==> config.mk <==
export PLATFORM = sky130hd
export DESIGN_NAME = adc_sequencer_control
export DESIGN_NICKNAME = d
export VERILOG_FILES = /design/src/logic/adc_seq_pkg.sv /design/src/logic/adc_sequencer_control.sv
export VERILOG_INCLUDE_DIRS = /design/src /design/src/logic
export SDC_FILE = /design/constraint.sdc
export NUM_CORES = 1
export LEC_CHECK = 0
export ABC_CLOCK_PERIOD_IN_PS = 3120
export BUFFER_PORTS_ARGS = -buffer_cell sky130_fd_sc_hd__buf_4
export CELL_PAD_IN_SITES_DETAIL_PLACEMENT = 1
export CELL_PAD_IN_SITES_GLOBAL_PLACEMENT = 2
export CORE_MARGIN = 5
export CORE_UTILIZATION = 38
export DETAILED_ROUTE_END_ITERATION = 10
export GPL_TIMING_DRIVEN = 1
export PLACE_DENSITY = 0.78
export SLEW_MARGIN = 30
export SYNTH_ARGS = -nofsm -noshare
export SYNTH_HDL_FRONTEND = slang
export SYNTH_SLANG_ARGS = --single-unit
==> constraint.sdc <==
create_clock -name clk_i -period 3.12 [get_ports clk_i]
set_input_delay 0.624 -clock clk_i [delete_from_list [all_inputs] [get_ports clk_i]]
set_output_delay 0.624 -clock clk_i [all_outputs]
set_load 0.005 [all_outputs]
==> src/logic/adc_seq_defs.svh <==
/*
 * Register offsets, field positions, reset values and timing counts of the
 * converter sequencer. Assumes a 10 MHz system clock and a 32-bit Wishbone bus.
 */
`ifndef ADC_SEQ_DEFS_SVH
`define ADC_SEQ_DEFS_SVH

`define ADC_CLK_HZ 10000000
// Result registers, one high/low word pair per input
`define ADC_RES_HI_BASE 8'h00
`define ADC_RES_LO_BASE 8'h20
`define ADC_CTRL_OFF 8'h40
`define ADC_EXT_OFF 8'h44
`define ADC_IRQ_STAT_OFF 8'h48
`define ADC_IRQ_CLR_OFF 8'h4C
`define ADC_IRQ_EN_OFF 8'h50
// Control/status layout
`define ADC_CTRL_FLAG_BIT 7
`define ADC_CTRL_IE_BIT 6
`define ADC_CTRL_START_BIT 5
`define ADC_CTRL_SCAN_BIT 4
`define ADC_CTRL_CKS_BIT 3
`define ADC_CTRL_GRP_BIT 2
`define ADC_CTRL_SEL_HI 1
`define ADC_CTRL_SEL_LO 0
`define ADC_CTRL_RESET 8'h00
`define ADC_EXT_EN_BIT 7
`define ADC_EXT_RESET 8'h7F
// Conversion times in states
`define ADC_SLOW_STATES 266
`define ADC_FAST_STATES 134

`endif

==> src/logic/adc_seq_pkg.sv <==
/*
 * Types of the converter sequencer.
 * Assumes nothing beyond a SystemVerilog tool.
 */
package adc_seq_pkg;
	typedef enum logic [1:0] {
		seq_idle,
		seq_convert,
		seq_next
	} seq_state_e;
	typedef logic [9:0] sample_t;
endpackage : adc_seq_pkg

==> src/logic/adc_sequencer_control.sv <==
/*
 * Control, sequencing and result storage of an eight-input 10-bit converter
 * with a classic Wishbone slave. Assumes the analog front end presents a
 * sample for the addressed input on sample_i and an external start pin that
 * is synchronous to clk_i.
 */
// The implementer's own choices: the placing of the registers and register access over Wishbone.
//
// Function
// - Each result is a 10-bit value read as a high byte and a low byte.
// - A three-bit field selects the group and either one input or the sweep length.
// - Clock select picks a conversion time of 266 or 134 states per input.
// - In single mode the start bit runs one conversion and then clears itself.
// - In scan mode the selected inputs are swept repeatedly until start is written 0.
// - With start at 0 nothing converts, and writing 0 halts a conversion.
// - In single mode the done flag sets when the conversion completes.
// - In scan mode the done flag sets after each full sweep.
// - The done flag clears only by a write of 0 after it was read as 1.
// - Writing 1 to the done flag never sets it.
// - The interrupt-enable bit gates the done interrupt.
// - With trigger enable set the external pin also starts conversion; else it is ignored.
// - Trigger enable sits at bit 7, resets to 0, the other bits read 1.
`timescale 1ns/1ps
`include "adc_seq_defs.svh"

module adc_sequencer_control
	import adc_seq_pkg::*;
#(
	parameter int SLOW_STATES = `ADC_SLOW_STATES,
	parameter int FAST_STATES = `ADC_FAST_STATES
) (
	input wire logic clk_i,
	input wire logic rst_i,
	input wire logic wb_cyc_i,
	input wire logic wb_stb_i,
	input wire logic wb_we_i,
	input wire logic [7:0] wb_adr_i,
	input wire logic [3:0] wb_sel_i,
	input wire logic [31:0] wb_dat_i,
	output logic [31:0] wb_dat_o,
	output logic wb_ack_o,
	input wire logic ext_start_pin_i,
	input wire logic [9:0] sample_i,
	output logic [2:0] sense_input_sel_o,
	output logic sample_strobe_o,
	output logic conversion_done_irq_o,
	output logic irq_o
);

	// State per conversion counts system clocks, one state per clock
	localparam logic [8:0] SLOW_LAST = 9'(SLOW_STATES - 1);
	localparam logic [8:0] FAST_LAST = 9'(FAST_STATES - 1);

	seq_state_e state_r;
	logic [7:0] ctrl_r;
	logic ext_en_r;
	logic flag_seen_r;
	logic [8:0] cnt_r;
	logic [2:0] cur_r;
	logic ext_pin_d_r;
	logic ext_event;
	sample_t result_r [8];
	logic [1:0] irq_stat_r;
	logic [1:0] irq_en_r;

	logic req;
	logic wr;
	logic rd;
	logic conv_end;
	logic sweep_end;
	logic start_cleared;
	logic [2:0] first_in;
	logic [2:0] last_in;
	// Sticky status terms, split out so the set/clear priority reads plainly
	logic [1:0] irq_clr;
	logic [1:0] irq_set;
	logic store_ok;

	function automatic logic hit(input logic [7:0] adr, input logic [7:0] off);
		hit = (adr[7:2] == off[7:2]);
	endfunction : hit

	assign req = wb_cyc_i && wb_stb_i && !wb_ack_o;
	assign wr = req && wb_we_i && wb_sel_i[0];
	assign rd = req && !wb_we_i;

	// Group start and the last input of the sweep or the single input
	assign first_in = {ctrl_r[`ADC_CTRL_GRP_BIT], 2'b00};
	assign last_in = {ctrl_r[`ADC_CTRL_GRP_BIT], ctrl_r[`ADC_CTRL_SEL_HI:`ADC_CTRL_SEL_LO]};

	// Rising edge of the external pin counts only when enabled
	assign ext_event = ext_en_r && ext_start_pin_i && !ext_pin_d_r;

	assign conv_end = (state_r == seq_convert) && ctrl_r[`ADC_CTRL_START_BIT] &&
		(cnt_r == (ctrl_r[`ADC_CTRL_CKS_BIT] ? FAST_LAST : SLOW_LAST));
	assign sweep_end = conv_end && (cur_r == last_in);
	assign start_cleared = wr && hit(wb_adr_i, `ADC_CTRL_OFF) &&
		!wb_dat_i[`ADC_CTRL_START_BIT];

	// An abort in the final cycle still stores the result, but no event is reported for it
	assign store_ok = !start_cleared;

	// Clear mask from a write to the clear register; events set bits in the same cycle
	assign irq_clr = (wr && hit(wb_adr_i, `ADC_IRQ_CLR_OFF)) ? wb_dat_i[1:0] : 2'h0;
	assign irq_set = {sweep_end && store_ok, conv_end && store_ok};

	always_ff @(posedge clk_i) begin
		if (rst_i) begin
			ext_pin_d_r <= 1'b0;
		end else begin
			ext_pin_d_r <= ext_start_pin_i;
		end
	end

	// Sequencer
	always_ff @(posedge clk_i) begin
		if (rst_i) begin
			state_r <= seq_idle;
			cnt_r <= 9'h000;
			cur_r <= 3'h0;
		end else begin
			case (state_r)
				seq_idle: begin
					cnt_r <= 9'h000;
					if (ctrl_r[`ADC_CTRL_START_BIT]) begin
						state_r <= seq_convert;
						cur_r <= ctrl_r[`ADC_CTRL_SCAN_BIT] ? first_in : last_in;
					end
				end
				seq_convert: begin
					if (!ctrl_r[`ADC_CTRL_START_BIT]) begin
						state_r <= seq_idle;
					end else if (conv_end) begin
						state_r <= seq_next;
					end else begin
						cnt_r <= cnt_r + 9'h001;
					end
				end
				seq_next: begin
					cnt_r <= 9'h000;
					if (!ctrl_r[`ADC_CTRL_START_BIT]) begin
						state_r <= seq_idle;
					end else begin
						// Scan wraps to the group start after the last input
						state_r <= seq_convert;
						cur_r <= (cur_r == last_in) ? first_in : cur_r + 3'h1;
					end
				end
				default: begin
					state_r <= seq_idle;
				end
			endcase
		end
	end

	// Result store, one register per input; each loads only at the end of its own
	// conversion, so software may read any other input while a sweep runs
	generate
		for (genvar g = 0; g < 8; g++) begin : g_result
			always_ff @(posedge clk_i) begin
				if (rst_i) begin
					result_r[g] <= 10'h000;
				end else if (conv_end && (cur_r == 3'(g))) begin
					result_r[g] <= sample_i;
				end
			end
		end
	endgenerate

	always_ff @(posedge clk_i) begin
		if (rst_i) begin
			sense_input_sel_o <= 3'h0;
			sample_strobe_o <= 1'b0;
		end else begin
			sense_input_sel_o <= cur_r;
			sample_strobe_o <= conv_end && !start_cleared;
		end
	end

	// Control/status register
	always_ff @(posedge clk_i) begin
		if (rst_i) begin
			ctrl_r <= `ADC_CTRL_RESET;
			flag_seen_r <= 1'b0;
		end else begin
			if (wr && hit(wb_adr_i, `ADC_CTRL_OFF)) begin
				ctrl_r[6:0] <= wb_dat_i[6:0];
			end
			// Hardware start: enabled external pin edge, in any state
			if (ext_event) begin
				ctrl_r[`ADC_CTRL_START_BIT] <= 1'b1;
			end
			if (sweep_end && !ctrl_r[`ADC_CTRL_SCAN_BIT] && !start_cleared) begin
				ctrl_r[`ADC_CTRL_START_BIT] <= 1'b0;
			end
			if (rd && hit(wb_adr_i, `ADC_CTRL_OFF) && ctrl_r[`ADC_CTRL_FLAG_BIT]) begin
				flag_seen_r <= 1'b1;
			end
			// Clear only after a read of 1; a written 1 is ignored
			if (wr && hit(wb_adr_i, `ADC_CTRL_OFF) && !wb_dat_i[`ADC_CTRL_FLAG_BIT] &&
				flag_seen_r) begin
				ctrl_r[`ADC_CTRL_FLAG_BIT] <= 1'b0;
				flag_seen_r <= 1'b0;
			end
			// Setting wins over a clear in the same cycle
			if (sweep_end && !start_cleared) begin
				ctrl_r[`ADC_CTRL_FLAG_BIT] <= 1'b1;
			end
		end
	end

	always_ff @(posedge clk_i) begin
		if (rst_i) begin
			ext_en_r <= 1'b0;
		end else if (wr && hit(wb_adr_i, `ADC_EXT_OFF)) begin
			ext_en_r <= wb_dat_i[`ADC_EXT_EN_BIT];
		end
	end

	// Sticky status: bit 0 conversion end, bit 1 sweep end
	always_ff @(posedge clk_i) begin
		if (rst_i) begin
			irq_stat_r <= 2'h0;
			irq_en_r <= 2'h0;
		end else begin
			if (wr && hit(wb_adr_i, `ADC_IRQ_EN_OFF)) begin
				irq_en_r <= wb_dat_i[1:0];
			end
			// Set wins over clear when both fall in one cycle
			irq_stat_r <= (irq_stat_r & ~irq_clr) | irq_set;
		end
	end

	always_ff @(posedge clk_i) begin
		if (rst_i) begin
			conversion_done_irq_o <= 1'b0;
			irq_o <= 1'b0;
		end else begin
			// Registered one cycle behind flag and enable
			conversion_done_irq_o <= ctrl_r[`ADC_CTRL_FLAG_BIT] &&
				ctrl_r[`ADC_CTRL_IE_BIT];
			irq_o <= |(irq_stat_r & irq_en_r);
		end
	end

	// Wishbone answer: ack one cycle after the request, dropped the next
	always_ff @(posedge clk_i) begin
		if (rst_i) begin
			wb_ack_o <= 1'b0;
			wb_dat_o <= 32'h0000_0000;
		end else begin
			wb_ack_o <= req;
			wb_dat_o <= 32'h0000_0000;
			if (rd) begin
				if (wb_adr_i < `ADC_RES_LO_BASE) begin
					wb_dat_o <= {30'h0, result_r[wb_adr_i[4:2]][9:8]};
				end else if (wb_adr_i < `ADC_CTRL_OFF) begin
					wb_dat_o <= {24'h0, result_r[wb_adr_i[4:2]][7:0]};
				end else if (hit(wb_adr_i, `ADC_CTRL_OFF)) begin
					wb_dat_o <= {24'h0, ctrl_r};
				end else if (hit(wb_adr_i, `ADC_EXT_OFF)) begin
					wb_dat_o <= {24'h0, ext_en_r, 7'h7F};
				end else if (hit(wb_adr_i, `ADC_IRQ_STAT_OFF)) begin
					wb_dat_o <= {30'h0, irq_stat_r};
				end else if (hit(wb_adr_i, `ADC_IRQ_EN_OFF)) begin
					wb_dat_o <= {30'h0, irq_en_r};
				end
			end
		end
	end

endmodule : adc_sequencer_control

==> results.json <==
{
  "maxCapViolCount": 0,
  "nNetsFinal": 599,
  "cts_max_level": 4,
  "clockBufferDepth": 2,
  "worst_pin_slew_ns": 0.7087,
  "reg2reg_to": "result_r[1][5]",
  "synth_ff_type": "edfxtp_1",
  "clockRootBuffer": "clkbuf_16",
  "grt_max_degree": 44,
  "drc": 0,
  "tns_ns": 0,
  "r2r_setup_slack_ns": 0.45,
  "end_kind": "flop",
  "io_pins": 99,
  "area_growth_pct": 17.74,
  "rsz0062_at_grt": "no",
  "cts_sinks": 124,
  "clkLatencyLatePin_ns": 0.43,
  "grt_usage_pct": 17.34,
  "routedWlPerCell_um": 19.80,
  "cts_buffers": 17,
  "grt_overflow": 0,
  "wirelength_um": 14950,
  "crit_type": "flop to flop",
  "crit_arrival_ns": 2.72,
  "grt_pass1_wl_um": 23330,
  "critPathTopFamily": "simple AND/OR/NAND/NOR gates",
  "ys_types": 56,
  "portBuffers": 45,
  "cts_setup_buffers": 0,
  "rows": 45,
  "crit_path_cell_trace": "or4b_1 > mux2i_4 > nand4_4 > nor2_1 > a21o_1",
  "min_period_over_period_pct": 85.62,
  "drive_above_1_share_pct": 20.96,
  "fp.coreArea_um2": 15260,
  "finalMaxSlewViolations": 0,
  "max_stage_delay_ns": 0.54,
  "powerDensity_nw_per_um2": 562.0,
  "crit_cells": 5,
  "hold_viol": 0,
  "yosysWarningCount": 0,
  "max_freq_mhz": 374.3,
  "r2r-start": "cnt_r[3]",
  "die_area_um2": 18190,
  "cp.required_ns": 3.17,
  "dieWidth_um": 134.9,
  "tritoncts": "done",
  "hpwlAfterDp_um": 10250,
  "instances_no_fill": 755,
  "fin_crit_ns": 2.671,
  "yosys_register_bits": 124,
  "diodes": 0,
  "r2r_cells": 5,
  "fin_util_pct": 45.72,
  "status": "finished, final reports clean",
  "ys_seq_area_share_pct": 55.41,
  "vias": 3843,
  "synthArstFlopShare_pct": 0,
  "vias_per_cell": 5.090,
  "gp_congestion": 0.7839,
  "ctsHoldBuffers": 0,
  "setup_viol": 0,
  "vdd_drop_max_mv": 0.4108,
  "synth_area_per_cell_um2": 12.29,
  "setup.worst_path.end": "result_r[1][5]",
  "slowest_stage": "a21o_1",
  "drt_iter0_drc": 228,
  "max_slew_margin_pct": 52.50,
  "worstPathMaxFanout": 10,
  "dr.pass1.iters": 4,
  "synth_area_um2": 5926,
  "ant_nets": 0,
  "antenna_found_initial": 0,
  "p_leak_nw": 2.583,
  "startpoint": "cnt_r[3]",
  "fin_ws_ns": 0.4485,
  "worst-path-buf-inv": 0,
  "clkTransAtPathRegs_ns": 0.05,
  "synth_edf_count": 80,
  "netlist_instances": 482,
  "dp_slack_ns": 0.4283,
  "dp.cells": 723,
  "die_h_um": 134.9,
  "clock-skew-final_ns": 0.01155,
  "start_util_pct": 38.84,
  "cts.repair.resized": 0,
  "cp-start-kind": "flop",
  "grt_pass1_vias": 4106,
  "hold_path_class": "input pin to flop"
}
## where the power goes
group | total [mW] | internal (mW) | switching (mW)
Clock | 1.91 | 1.17 | 0.740
Sequential | 1.81 | 1.79 | 0.0155
Combinational | 0.201 | 0.0828 | 0.118
Total | 3.92 | 3.05 | 0.874
## worst register-to-register path, cell delays in order (launching register included)
cell and delay, ns:
dfxtp_1 0.47, or4b_1 0.52, mux2i_4 0.25, nand4_4 0.27, nor2_1 0.26, a21o_1 0.54
## through the flow
step	cell area, um2	total power, mW	hold slack (ns)
2_1_floorplan	6012	1.973	0.4291
3_3_place_gp	6401	2.037	0.4633
3_5_place_dp	6401	2.045	0.4730
4_1_cts	6977	3.958	0.4187
5_1_grt	6977	4.060	0.4431
6_report	6977	3.921	0.4329
## worst min path at each step
stage | start | end | slack, ns | cells after the start
final | ext_start_pin_i | ext_pin_d_r | 0.43 | 2
after global routing | ext_start_pin_i | ext_pin_d_r | 0.44 | 2
after CTS | ext_start_pin_i | ext_pin_d_r | 0.42 | 2
after detailed placement | ctrl_r[7] | conversion_done_irq_o | 0.47 | 2
after global placement | irq_stat_r[1] | irq_stat_r[1] | 0.46 | 2
after floorplan | ctrl_r[6] | conversion_done_irq_o | 0.43 | 2
## state kept, by name, indices dropped and copies added, names as in the netlist, 2 cells and up
register / flops
state_r: 2
irq_stat_r: 2
sense_input_sel_o: 3
cur_r: 3
result_r: 80
ctrl_r: 8
irq_en_r: 2
cnt_r: 9
wb_dat_o: 8
## synthesized netlist by cell type, types with 5 or more instances
library cell	n	area, um2
and2_1	81	506.7
edfxtp_1	80	2402
dfxtp_1	44	880.8
nor2_1	38	142.6
buf_4	25	187.7
mux4_2	17	382.9
mux2i_1	16	160.2
nand2_1	16	60.06
clkbuf_1	11	41.29
a22oi_1	10	75.07
inv_1	10	37.54
o21ai_0	10	50.05
a21oi_1	8	40.04
ha_1	8	100.1
nor2b_1	8	50.05
nand2b_1	6	37.54
xnor2_1	6	52.55
a21o_1	5	37.54
a31oi_1	5	31.28
buf_2	5	25.02
nand3_1	5	25.02
nand4_1	5	31.28
## layer usage
metal	vias up	track usage, %	part of all wire (%)
met4	0	5.260	1.2
li1	1803	-	-
met3	16	4.620	4.9
met1	1937	21.64	41
met5	-	0	0
met2	87	29.49	52
## area by class of cell
| cell class | instances | area [um2] |
|---|---|---|
| multi-input combinational | 326 | 2426 |
| clock buffer | 17 | 425.4 |
| fill | 1579 | 8282 |
| clock inverter | 15 | 150.1 |
| timing repair buffer | 52 | 390.4 |
| tap | 211 | 264.0 |
| inverter | 10 | 37.54 |
| sequential | 124 | 3283 |
## cell families (layout without fill, tap and decap cells)
family | count (synthesis) | after routing | synth area share (%)
AOI/OAI and AO/OA | 58 | 58 | 6.652
xor gates and xnor gates | 8 | 8 | 1.182
adders and majority gates | 8 | 8 | 1.689
buffers and inverters | 55 | 94 | 5.215
DFF | 124 | 124 | 55.41
muxes | 36 | 36 | 9.924
other | 1 | 24 | 0.06328
and+or+nand+nor | 192 | 192 | 19.87
## layout by cell type, fill, tap and decap left out, drive strengths merged, types with 5 or more instances in the layout
| master | count |
|---|---|
| and2 | 81 |
| nand4 | 6 |
| xnor2 | 6 |
| mux2i | 17 |
| nor2b | 8 |
| nand2b | 6 |
| clkbuf | 17 |
| ha | 8 |
| nand2 | 16 |
| conb | 24 |
| o21ai | 10 |
| clkinv | 11 |
| mux4 | 17 |
| a21o | 5 |
| buf | 52 |
| nor2 | 38 |
| a21oi | 8 |
| a22oi | 10 |
| edfxtp | 80 |
| dfxtp | 44 |
| inv | 11 |
| nand3 | 5 |
| a31oi | 5 |
Power figures use the tool's default switching activity.
